--- src/hw/wahc_pkg.sv ---
package wahc_pkg;
    localparam int WAHC_REG_W = 64;
    localparam logic [63:0] WAHC_RESET_VAL = 64'h0000_0000_0000_0000;
    // Writable fields; everything else is reserved and reads zero
    localparam logic [63:0] WAHC_MASK_SPLIT = 64'h0000_0000_0000_3333;
    localparam logic [63:0] WAHC_MASK_SINGLE = 64'h0000_0000_0000_0303;
    localparam int WAHC_UPPER_VAL1 = 13;
    localparam int WAHC_UPPER_VAL0 = 12;
    localparam int WAHC_LOWER_VAL1 = 9;
    localparam int WAHC_LOWER_VAL0 = 8;
    localparam int WAHC_UPPER_EN1 = 5;
    localparam int WAHC_UPPER_EN0 = 4;
    localparam int WAHC_LOWER_EN1 = 1;
    localparam int WAHC_LOWER_EN0 = 0;
    // System register encodings
    localparam logic [1:0] WAHC_OP0_SYS = 2'h3;
    localparam logic [3:0] WAHC_CRN_IMP = 4'hF;
    localparam logic [3:0] WAHC_CRM_WALK = 4'h7;
    localparam logic [2:0] WAHC_OP1_GUEST = 3'h0;
    localparam logic [2:0] WAHC_OP1_HYP = 3'h4;
    localparam logic [2:0] WAHC_OP1_ALIAS = 3'h5;
    localparam logic [2:0] WAHC_OP1_MON = 3'h6;
    localparam logic [2:0] WAHC_OP2_CTRL = 3'h0;
    localparam logic [2:0] WAHC_OP2_STAGE2 = 3'h1;
    // Exception levels
    localparam logic [1:0] WAHC_EL1 = 2'h1;
    localparam logic [1:0] WAHC_EL2 = 2'h2;
    localparam logic [1:0] WAHC_EL3 = 2'h3;
    // Requester register map, byte addresses
    localparam logic [7:0] WAHC_ADDR_ACCESS = 8'h00;
    localparam logic [7:0] WAHC_ADDR_WDATA_LO = 8'h04;
    localparam logic [7:0] WAHC_ADDR_WDATA_HI = 8'h08;
    localparam logic [7:0] WAHC_ADDR_RDATA_LO = 8'h0C;
    localparam logic [7:0] WAHC_ADDR_RDATA_HI = 8'h10;
    localparam logic [7:0] WAHC_ADDR_STATUS = 8'h14;
    localparam logic [7:0] WAHC_ADDR_WALK = 8'h18;
    // Access register fields
    localparam int WAHC_ACC_OP1_LSB = 0;
    localparam int WAHC_ACC_OP2_LSB = 3;
    localparam int WAHC_ACC_CRN_LSB = 6;
    localparam int WAHC_ACC_CRM_LSB = 10;
    localparam int WAHC_ACC_OP0_LSB = 14;
    localparam int WAHC_ACC_WRITE = 16;
    localparam int WAHC_ACC_EL_LSB = 17;
    localparam int WAHC_ACC_NS = 19;
    localparam int WAHC_ACC_E2H = 20;
    localparam int WAHC_ACC_TRAP = 21;
    // Walk register fields
    localparam int WAHC_WALK_REGIME_LSB = 0;
    localparam int WAHC_WALK_UPPER = 2;
    localparam int WAHC_WALK_S2EN = 3;
    localparam int WAHC_WALK_NS = 4;
    // Status register fields
    localparam int WAHC_ST_DONE = 0;
    localparam int WAHC_ST_UNDEF = 1;
    localparam int WAHC_ST_TRAP = 2;
    localparam int WAHC_ST_WALK_DONE = 3;
    localparam int WAHC_ST_HINT_LSB = 4;

    typedef enum logic [1:0]
    {
        WAHC_RG_HYP,
        WAHC_RG_MON,
        WAHC_RG_GUEST_S1,
        WAHC_RG_GUEST_S2
    } wahc_regime_t;
endpackage : wahc_pkg

--- src/hw/wahc_if.sv ---
`timescale 1ns/1ns
interface wahc_if;
    import wahc_pkg::*;
    logic acc_req;
    logic acc_write;
    logic [1:0] acc_op0;
    logic [2:0] acc_op1;
    logic [3:0] acc_crn;
    logic [3:0] acc_crm;
    logic [2:0] acc_op2;
    logic [1:0] acc_el;
    logic [63:0] acc_wdata;
    logic ctl_host_ext;
    logic ctl_nonsecure;
    logic ctl_guest_trap;
    logic acc_ack;
    logic [63:0] acc_rdata;
    logic acc_undef;
    logic acc_trap;
    logic walk_req;
    wahc_regime_t walk_regime;
    logic walk_upper;
    logic walk_stage2_en;
    logic walk_nonsecure;
    logic walk_ack;
    logic [1:0] walk_hint;

    modport dev
    (
        input acc_req, acc_write, acc_op0, acc_op1, acc_crn, acc_crm, acc_op2, acc_el,
        input acc_wdata, ctl_host_ext, ctl_nonsecure, ctl_guest_trap,
        input walk_req, walk_regime, walk_upper, walk_stage2_en, walk_nonsecure,
        output acc_ack, acc_rdata, acc_undef, acc_trap, walk_ack, walk_hint
    );
    modport req
    (
        output acc_req, acc_write, acc_op0, acc_op1, acc_crn, acc_crm, acc_op2, acc_el,
        output acc_wdata, ctl_host_ext, ctl_nonsecure, ctl_guest_trap,
        output walk_req, walk_regime, walk_upper, walk_stage2_en, walk_nonsecure,
        input acc_ack, acc_rdata, acc_undef, acc_trap, walk_ack, walk_hint
    );
endinterface : wahc_if

--- src/hw/wahc_device.sv ---
`timescale 1ns/1ns
module wahc_device
(
    input wire logic i_core_clk,
    input wire logic i_arst_n,
    wahc_if.dev bus,
    output logic [63:0] o_ctrl_hypervisor,
    output logic [63:0] o_ctrl_monitor,
    output logic [63:0] o_ctrl_stage2,
    output logic [63:0] o_ctrl_guest
);
    import wahc_pkg::*;

    // Split layout: separate field pairs per table base
    function automatic logic [1:0] wahc_hint_split(input logic [63:0] r, input logic upper);
        logic [1:0] h;
        h = 2'h0;
        if (upper)
        begin
            h[1] = r[WAHC_UPPER_VAL1] & r[WAHC_UPPER_EN1];
            h[0] = r[WAHC_UPPER_VAL0] & r[WAHC_UPPER_EN0];
        end
        else
        begin
            h[1] = r[WAHC_LOWER_VAL1] & r[WAHC_LOWER_EN1];
            h[0] = r[WAHC_LOWER_VAL0] & r[WAHC_LOWER_EN0];
        end
        return h;
    endfunction : wahc_hint_split

    // Single layout shares the lower field positions
    function automatic logic [1:0] wahc_hint_single(input logic [63:0] r);
        logic [1:0] h;
        h = 2'h0;
        h[1] = r[WAHC_LOWER_VAL1] & r[WAHC_LOWER_EN1];
        h[0] = r[WAHC_LOWER_VAL0] & r[WAHC_LOWER_EN0];
        return h;
    endfunction : wahc_hint_single

    logic [63:0] hyp_reg;
    logic [63:0] hyp_next;
    logic [63:0] mon_reg;
    logic [63:0] mon_next;
    logic [63:0] s2_reg;
    logic [63:0] s2_next;
    logic [63:0] guest_reg;
    logic [63:0] guest_next;
    logic ack_reg;
    logic undef_reg;
    logic trap_reg;
    logic [63:0] rdata_reg;
    logic [63:0] rdata_next;
    logic walk_ack_reg;
    logic [1:0] hint_reg;
    logic [1:0] hint_next;

    wire enc_common = (bus.acc_op0 == WAHC_OP0_SYS) && (bus.acc_crn == WAHC_CRN_IMP)
        && (bus.acc_crm == WAHC_CRM_WALK);
    wire hit_hyp = enc_common && (bus.acc_op1 == WAHC_OP1_HYP)
        && (bus.acc_op2 == WAHC_OP2_CTRL);
    wire hit_s2 = enc_common && (bus.acc_op1 == WAHC_OP1_HYP)
        && (bus.acc_op2 == WAHC_OP2_STAGE2);
    wire hit_mon = enc_common && (bus.acc_op1 == WAHC_OP1_MON)
        && (bus.acc_op2 == WAHC_OP2_CTRL);
    wire hit_guest = enc_common && (bus.acc_op1 == WAHC_OP1_GUEST)
        && (bus.acc_op2 == WAHC_OP2_CTRL);
    wire hit_alias = enc_common && (bus.acc_op1 == WAHC_OP1_ALIAS)
        && (bus.acc_op2 == WAHC_OP2_CTRL);

    wire el_ge1 = (bus.acc_el >= WAHC_EL1);
    wire el_ge2 = (bus.acc_el >= WAHC_EL2);
    wire el_is3 = (bus.acc_el == WAHC_EL3);
    // Host extension at level 2 turns the guest encoding into the hypervisor one
    wire guest_remap = hit_guest && (bus.acc_el == WAHC_EL2) && bus.ctl_host_ext;
    wire sel_hyp = (hit_hyp && el_ge2) || guest_remap;
    wire sel_s2 = hit_s2 && el_ge2;
    wire sel_mon = hit_mon && el_is3;
    wire sel_guest_direct = hit_guest && el_ge1 && !guest_remap;
    wire sel_alias = hit_alias && el_ge2 && bus.ctl_host_ext;
    wire sel_guest = sel_guest_direct || sel_alias;
    wire sel_any = sel_hyp || sel_s2 || sel_mon || sel_guest;
    // Lower levels, unknown encodings and alias without host extension
    wire acc_undef = bus.acc_req && !sel_any;
    wire acc_trap = bus.acc_req && sel_guest && bus.ctl_guest_trap;
    wire acc_wr_ok = bus.acc_req && bus.acc_write && !acc_undef && !acc_trap;

    // Reserved bits never stored, so they read back as zero
    wire [63:0] wdata_split = bus.acc_wdata & WAHC_MASK_SPLIT;
    wire [63:0] wdata_single = bus.acc_wdata & WAHC_MASK_SINGLE;

    assign hyp_next = (acc_wr_ok && sel_hyp) ? wdata_split : hyp_reg;
    assign s2_next = (acc_wr_ok && sel_s2) ? wdata_single : s2_reg;
    assign mon_next = (acc_wr_ok && sel_mon) ? wdata_single : mon_reg;
    assign guest_next = (acc_wr_ok && sel_guest) ? wdata_split : guest_reg;

    // Refused reads return zero so no state leaks on a trap
    always_comb
    begin
        rdata_next = WAHC_RESET_VAL;
        if (bus.acc_req && !bus.acc_write && !acc_undef && !acc_trap)
        begin
            if (sel_hyp)
            begin
                rdata_next = hyp_reg;
            end
            else if (sel_s2)
            begin
                rdata_next = s2_reg;
            end
            else if (sel_mon)
            begin
                rdata_next = mon_reg;
            end
            else
            begin
                rdata_next = guest_reg;
            end
        end
    end

    // Walk hint selection by regime, stage and table base
    always_comb
    begin
        hint_next = 2'h0;
        unique case (bus.walk_regime)
            WAHC_RG_HYP:
            begin
                hint_next = wahc_hint_split(hyp_reg, bus.walk_upper);
            end
            WAHC_RG_MON:
            begin
                hint_next = wahc_hint_single(mon_reg);
            end
            WAHC_RG_GUEST_S1:
            begin
                hint_next = wahc_hint_split(guest_reg, bus.walk_upper);
            end
            WAHC_RG_GUEST_S2:
            begin
                if (bus.walk_stage2_en && bus.walk_nonsecure)
                begin
                    hint_next = wahc_hint_single(s2_reg);
                end
            end
        endcase
    end

    always_ff @(posedge i_core_clk or negedge i_arst_n)
    begin
        if (!i_arst_n)
        begin
            hyp_reg <= WAHC_RESET_VAL;
            s2_reg <= WAHC_RESET_VAL;
            mon_reg <= WAHC_RESET_VAL;
            guest_reg <= WAHC_RESET_VAL;
        end
        else
        begin
            hyp_reg <= hyp_next;
            s2_reg <= s2_next;
            mon_reg <= mon_next;
            guest_reg <= guest_next;
        end
    end

    always_ff @(posedge i_core_clk or negedge i_arst_n)
    begin
        if (!i_arst_n)
        begin
            ack_reg <= 1'b0;
            undef_reg <= 1'b0;
            trap_reg <= 1'b0;
            rdata_reg <= WAHC_RESET_VAL;
        end
        else
        begin
            ack_reg <= bus.acc_req;
            undef_reg <= acc_undef;
            trap_reg <= acc_trap;
            rdata_reg <= rdata_next;
        end
    end

    // Hint is held until the next walk so the memory side may sample late
    always_ff @(posedge i_core_clk or negedge i_arst_n)
    begin
        if (!i_arst_n)
        begin
            walk_ack_reg <= 1'b0;
            hint_reg <= 2'h0;
        end
        else
        begin
            walk_ack_reg <= bus.walk_req;
            if (bus.walk_req)
            begin
                hint_reg <= hint_next;
            end
        end
    end

    assign bus.acc_ack = ack_reg;
    assign bus.acc_undef = undef_reg;
    assign bus.acc_trap = trap_reg;
    assign bus.acc_rdata = rdata_reg;
    assign bus.walk_ack = walk_ack_reg;
    assign bus.walk_hint = hint_reg;
    assign o_ctrl_hypervisor = hyp_reg;
    assign o_ctrl_monitor = mon_reg;
    assign o_ctrl_stage2 = s2_reg;
    assign o_ctrl_guest = guest_reg;
endmodule : wahc_device

--- src/flat_wrapper.sv ---
// flat-port wrapper written by rule: the top's interface ports become plain ports
module wahc_device_flat import wahc_pkg::*;
  (i_core_clk, i_arst_n, o_ctrl_hypervisor, o_ctrl_monitor, o_ctrl_stage2, o_ctrl_guest, bus_acc_req, bus_acc_write, bus_acc_op0, bus_acc_op1, bus_acc_crn, bus_acc_crm, bus_acc_op2, bus_acc_el, bus_acc_wdata, bus_ctl_host_ext, bus_ctl_nonsecure, bus_ctl_guest_trap, bus_walk_req, bus_walk_regime, bus_walk_upper, bus_walk_stage2_en, bus_walk_nonsecure, bus_acc_ack, bus_acc_rdata, bus_acc_undef, bus_acc_trap, bus_walk_ack, bus_walk_hint);
  wahc_if bus_i ();
  input wire logic i_core_clk;
  input wire logic i_arst_n;
  output logic [63:0] o_ctrl_hypervisor;
  output logic [63:0] o_ctrl_monitor;
  output logic [63:0] o_ctrl_stage2;
  output logic [63:0] o_ctrl_guest;
  input wire logic [$bits(bus_i.acc_req)-1:0] bus_acc_req;
  input wire logic [$bits(bus_i.acc_write)-1:0] bus_acc_write;
  input wire logic [$bits(bus_i.acc_op0)-1:0] bus_acc_op0;
  input wire logic [$bits(bus_i.acc_op1)-1:0] bus_acc_op1;
  input wire logic [$bits(bus_i.acc_crn)-1:0] bus_acc_crn;
  input wire logic [$bits(bus_i.acc_crm)-1:0] bus_acc_crm;
  input wire logic [$bits(bus_i.acc_op2)-1:0] bus_acc_op2;
  input wire logic [$bits(bus_i.acc_el)-1:0] bus_acc_el;
  input wire logic [$bits(bus_i.acc_wdata)-1:0] bus_acc_wdata;
  input wire logic [$bits(bus_i.ctl_host_ext)-1:0] bus_ctl_host_ext;
  input wire logic [$bits(bus_i.ctl_nonsecure)-1:0] bus_ctl_nonsecure;
  input wire logic [$bits(bus_i.ctl_guest_trap)-1:0] bus_ctl_guest_trap;
  input wire logic [$bits(bus_i.walk_req)-1:0] bus_walk_req;
  input wire logic [$bits(bus_i.walk_regime)-1:0] bus_walk_regime;
  input wire logic [$bits(bus_i.walk_upper)-1:0] bus_walk_upper;
  input wire logic [$bits(bus_i.walk_stage2_en)-1:0] bus_walk_stage2_en;
  input wire logic [$bits(bus_i.walk_nonsecure)-1:0] bus_walk_nonsecure;
  output wire logic [$bits(bus_i.acc_ack)-1:0] bus_acc_ack;
  output wire logic [$bits(bus_i.acc_rdata)-1:0] bus_acc_rdata;
  output wire logic [$bits(bus_i.acc_undef)-1:0] bus_acc_undef;
  output wire logic [$bits(bus_i.acc_trap)-1:0] bus_acc_trap;
  output wire logic [$bits(bus_i.walk_ack)-1:0] bus_walk_ack;
  output wire logic [$bits(bus_i.walk_hint)-1:0] bus_walk_hint;
  assign bus_i.acc_req = bus_acc_req;
  assign bus_i.acc_write = bus_acc_write;
  assign bus_i.acc_op0 = bus_acc_op0;
  assign bus_i.acc_op1 = bus_acc_op1;
  assign bus_i.acc_crn = bus_acc_crn;
  assign bus_i.acc_crm = bus_acc_crm;
  assign bus_i.acc_op2 = bus_acc_op2;
  assign bus_i.acc_el = bus_acc_el;
  assign bus_i.acc_wdata = bus_acc_wdata;
  assign bus_i.ctl_host_ext = bus_ctl_host_ext;
  assign bus_i.ctl_nonsecure = bus_ctl_nonsecure;
  assign bus_i.ctl_guest_trap = bus_ctl_guest_trap;
  assign bus_i.walk_req = bus_walk_req;
  assign bus_i.walk_regime = bus_walk_regime;
  assign bus_i.walk_upper = bus_walk_upper;
  assign bus_i.walk_stage2_en = bus_walk_stage2_en;
  assign bus_i.walk_nonsecure = bus_walk_nonsecure;
  assign bus_acc_ack = bus_i.acc_ack;
  assign bus_acc_rdata = bus_i.acc_rdata;
  assign bus_acc_undef = bus_i.acc_undef;
  assign bus_acc_trap = bus_i.acc_trap;
  assign bus_walk_ack = bus_i.walk_ack;
  assign bus_walk_hint = bus_i.walk_hint;
  wahc_device u_core (.i_core_clk(i_core_clk), .i_arst_n(i_arst_n), .bus(bus_i), .o_ctrl_hypervisor(o_ctrl_hypervisor), .o_ctrl_monitor(o_ctrl_monitor), .o_ctrl_stage2(o_ctrl_stage2), .o_ctrl_guest(o_ctrl_guest));
endmodule
--- config.mk ---
export PLATFORM = sky130hd
export DESIGN_NAME = wahc_device_flat
export DESIGN_NICKNAME = d
export VERILOG_FILES = /design/src/hw/wahc_pkg.sv /design/src/hw/wahc_if.sv /design/src/hw/wahc_device.sv /design/src/flat_wrapper.sv
export SDC_FILE = /design/constraint.sdc
export NUM_CORES = 1
export LEC_CHECK = 0
export BUFFER_PORTS_ARGS = -buffer_cell sky130_fd_sc_hd__buf_4
export CAP_MARGIN = 20
export CORE_AREA = 2 2 165 167
export CTS_BUF_LIST = sky130_fd_sc_hd__clkbuf_16
export DETAILED_ROUTE_END_ITERATION = 8
export DIE_AREA = 0 0 167 169
export GPL_ROUTABILITY_DRIVEN = 0
export HOLD_SLACK_MARGIN = 0.08
export PLACE_DENSITY = 0.54
export REMOVE_ABC_BUFFERS = 1
export SYNTH_ARGS = -nofsm -noshare
export SYNTH_HDL_FRONTEND = slang
export SYNTH_SLANG_ARGS = --single-unit
--- constraint.sdc ---
create_clock -name i_core_clk -period 1 [get_ports i_core_clk]
set_clock_uncertainty 0.05 [all_clocks]
set_input_delay 0.3 -clock i_core_clk [delete_from_list [all_inputs] [get_ports i_core_clk]]
set_output_delay 0.3 -clock i_core_clk [all_outputs]
set_load 0.005 [all_outputs]
==> reports/metrics.json <==
{
  "run_status": "complete, but fails checks",
  "violations_in_the_final_reports": "negative setup slack",
  "synth-seq-area-share_pct": 23.77,
  "min-delay-start": "bus_walk_req",
  "clock_sinks": 38,
  "antenna_cells_inserted": 0,
  "clkPwrFrac_pct": 45.1,
  "cts_buffer_count": 5,
  "postSynthAreaPerCell_sq_um": 8.850,
  "max_stage_delay_ns": 0.51,
  "synth-warning-count": 0,
  "postLayoutCoreUtil_pct": 19.07,
  "route.detailed.drc": 0,
  "p_seq_share_pct": 39.3,
  "ys_ff_latch": 38,
  "initial_drt_markers": 75,
  "setup_violations": 74,
  "stdcell_count": 957,
  "power.static_leakage_nw": 2.812,
  "final_nets": 710,
  "grt_start_max_net_pins": 21,
  "hold_path_depth": 1,
  "drt-wirelength-per-cell_um": 10.91,
  "cts-root-buf": "clkbuf_16",
  "first_pass_grt_wire_length_um": 13770,
  "crit_path_cell_trace": "buf_6 > nand4bb_4 > or4_4 > or4_4 > buf_12 > mux2_4",
  "synth_async_sr_flop_share_pct": 100.0,
  "cp.arrival_ns": 2.01,
  "report.final.hold_viol_count": 0,
  "highest_fanout_seen_on_the_critical_path": 8,
  "synth.cell_area_sq_um": 4000,
  "number_of_global_route_vias_before_repair": 2174,
  "finalPower_w": 0.003965,
  "dpl.cell_count": 913,
  "floorplan.die_area_sq_um": 28220,
  "worst_slack_ns": -0.8947,
  "r2r_slack_ns": -0.23,
  "rsz0062_at_grt": "true",
  "timing.final.crit_period_ns": 1.895,
  "synth-edff-count": 0,
  "slowest_stage": "or4_4",
  "timing.max_cap.violations": 0,
  "cellInternalPower_w": 0.002926,
  "clk_pin_slew_ns": 0.06,
  "post_synthesis_instance_total": 452,
  "power_density_nw_per_um2": 784.5,
  "placementRows": 60,
  "place_hpwl_um": 8630,
  "postRouteAntennaNets": 0,
  "reg2regPathDepth": 5,
  "die_width_um": 167,
  "placeableCoreArea_sq_um": 26500,
  "clk_path_buf_depth": 2,
  "post_route_cells_drive_above_1_share_pct": 33.28,
  "path_class": "in2reg",
  "initial_core_util_pct": 15.09,
  "worstHoldEndpoint": "u_core.bus.walk_ack$_DFF_PN0_",
  "swShare_pct": 26.19,
  "globalRoute.totalOverflow": 0,
  "ys.flop_type": "dfrtp_1",
  "final_min_period_over_clock_period_pct": 189.5,
  "htreeDepth": 2,
  "peakVddDrop_mv": 0.5455,
  "groute.usage.overall_pct": 6.668,
  "hold_path.class": "in2reg",
  "n_fill_cell": 2915,
  "timing.critical_path.required_ns": 1.11,
  "startpoint_type": "input port",
  "netlist-cell-type-count": 36,
  "placedInstanceArea_sq_um": 4292,
  "via_count": 2636,
  "viasPerCell": 2.754,
  "routed_wirelength_um": 10440,
  "area_delta_synth_final_pct": 26.34,
  "stdcell_area_sq_um": 5054,
  "achievable-frequency_mhz": 527.8,
  "drt-pass1-iter-count": 4,
  "i_o_pin_count": 421,
  "die_height_um": 169,
  "numPortBuffers": 75,
  "hold_ws_ns": 0.1229,
  "clock_latency_ns": 0.28,
  "cp_common_cell": "or4_4",
  "cp-end-kind": "flip-flop",
  "total_switching_power_w": 0.001038,
  "timing_max_transition_violations_final": 0,
  "crit-reg2reg-capture": "u_core.bus.acc_rdata[8]$_DFF_PN0_",
  "tritoncts": "yes",
  "combPwrFrac_pct": 15.7,
  "r2r_start": "u_core.o_ctrl_guest[8]$_DFFE_PN0P_",
  "antenna_violations_before_repair": 1
}
[cell families after synthesis]
| kind of cell | synth area share [%] |
|---|---|
| AND/OR/NAND/NOR | 7.038 |
| other | 0.09375 |
| flip-flops | 23.77 |
| AO/OA/AOI/OAI | 5.599 |
| buffers and inverters | 54.99 |
| multiplexers | 8.508 |
[power by group through the flow]
stage	combinational [W]	clock (W)	sequential, W
3_5_place_dp	0.000559	0	0.00158
2_1_floorplan	0.000280	0	0.00158
6_report	0.000621	0.00179	0.00156
5_1_grt	0.000711	0.00190	0.00156
4_1_cts	0.000593	0.00182	0.00156
3_3_place_gp	0.000556	0	0.00158
[how the worst max path moves through the flow]
| stage | startpoint | end | slack [ns] | cells past startpoint |
|---|---|---|---|---|
| CTS | bus_acc_op2[1] | u_core.o_ctrl_guest[8]$_DFFE_PN0P_ | -0.89 | 6 |
| detailed placement | bus_acc_op2[2] | u_core.o_ctrl_guest[8]$_DFFE_PN0P_ | -1.35 | 6 |
| finish | bus_acc_op2[2] | u_core.o_ctrl_guest[9]$_DFFE_PN0P_ | -0.89 | 6 |
| global placement | bus_acc_op2[2] | u_core.o_ctrl_guest[9]$_DFFE_PN0P_ | -1.32 | 6 |
| global route | bus_acc_op2[2] | u_core.o_ctrl_guest[9]$_DFFE_PN0P_ | -0.92 | 6 |
| floorplan | bus_acc_op2[2] | u_core.o_ctrl_guest[0]$_DFFE_PN0P_ | -1.26 | 4 |
[layout by cell type, fill, tap and decap left out, types with 2 or more instances in the layout]
master	Yosys	final
nand4_1	3	3
mux2i_1	4	4
nand3_1	2	2
nand2_2	0	5
o21ai_0	9	4
a22oi_1	4	4
nand2_1	19	14
nand3b_1	3	3
buf_6	1	67
buf_12	0	4
a21oi_1	7	7
or4_4	1	2
nor2_1	15	15
conb_1	1	288
mux2_2	16	15
o21ai_1	0	5
buf_4	288	88
clkbuf_16	0	5
a211o_1	4	4
nor2b_1	2	2
clkinv_2	0	2
inv_1	5	4
dfrtp_1	38	38
a31oi_1	4	4
mux2_4	8	9
[routing by layer]
layer / share of wire [%] / track usage [%]
met1: 35 / 7.085
met3: 13 / 3.858
met5: 0.12 / 0
met4: 1.1 / 1.387
met2: 50 / 11.50
[stage by stage]
| stage | setup WS, ns | setup TNS, ns |
|---|---|---|
| after CTS | -0.8949 | -34.58 |
| after floorplan | -1.256 | -32.78 |
| after global placement | -1.325 | -40.46 |
| after global routing | -0.9203 | -38.03 |
| final | -0.8947 | -34.01 |
| after detailed placement | -1.350 | -40.92 |
[Yosys cell counts (3+ instances only)]
master	instances	area (sq um)
a211o_1	4	35.03
a21oi_1	7	35.03
a22oi_1	4	30.03
a31oi_1	4	25.02
buf_4	288	2162
dfrtp_1	38	950.9
inv_1	5	18.77
mux2_2	16	180.2
mux2_4	8	120.1
mux2i_1	4	40.04
nand2_1	19	71.32
nand3b_1	3	22.52
nand4_1	3	18.77
nor2_1	15	56.30
o21ai_0	9	45.04
[area by class of cell]
cell class / count / area [sq um] / share of cell area [%]
multi-input cells: 405 / 1987 / 39.32
inverters: 5 / 18.77 / 0.3714
clock inverters: 3 / 40.04 / 0.7923
repair buffers: 160 / 1505 / 29.78
flip-flops and latches: 38 / 950.9 / 18.82
clock buffers: 5 / 125.1 / 2.476
well taps: 341 / 426.7 / 8.443
[worst max-delay path, delay by kind of cell]
family                 cells  cell delay, ns
and+or+nand+nor            3            1.16
muxes                      1            0.29
buffers and inverters      2            0.26
[timing repair]
action / in CTS / in global routing
cloned: 0 / 0
pin swaps: 8 / 4
setup buffers: 28 / 7
hold buffers: 1 / 0
endpoints found under the setup margin: 74 / 74
hold endpoints to repair: 18 / 0
gates resized for setup: 85 / 5
Note: power is estimated with default switching activity, not from simulation.
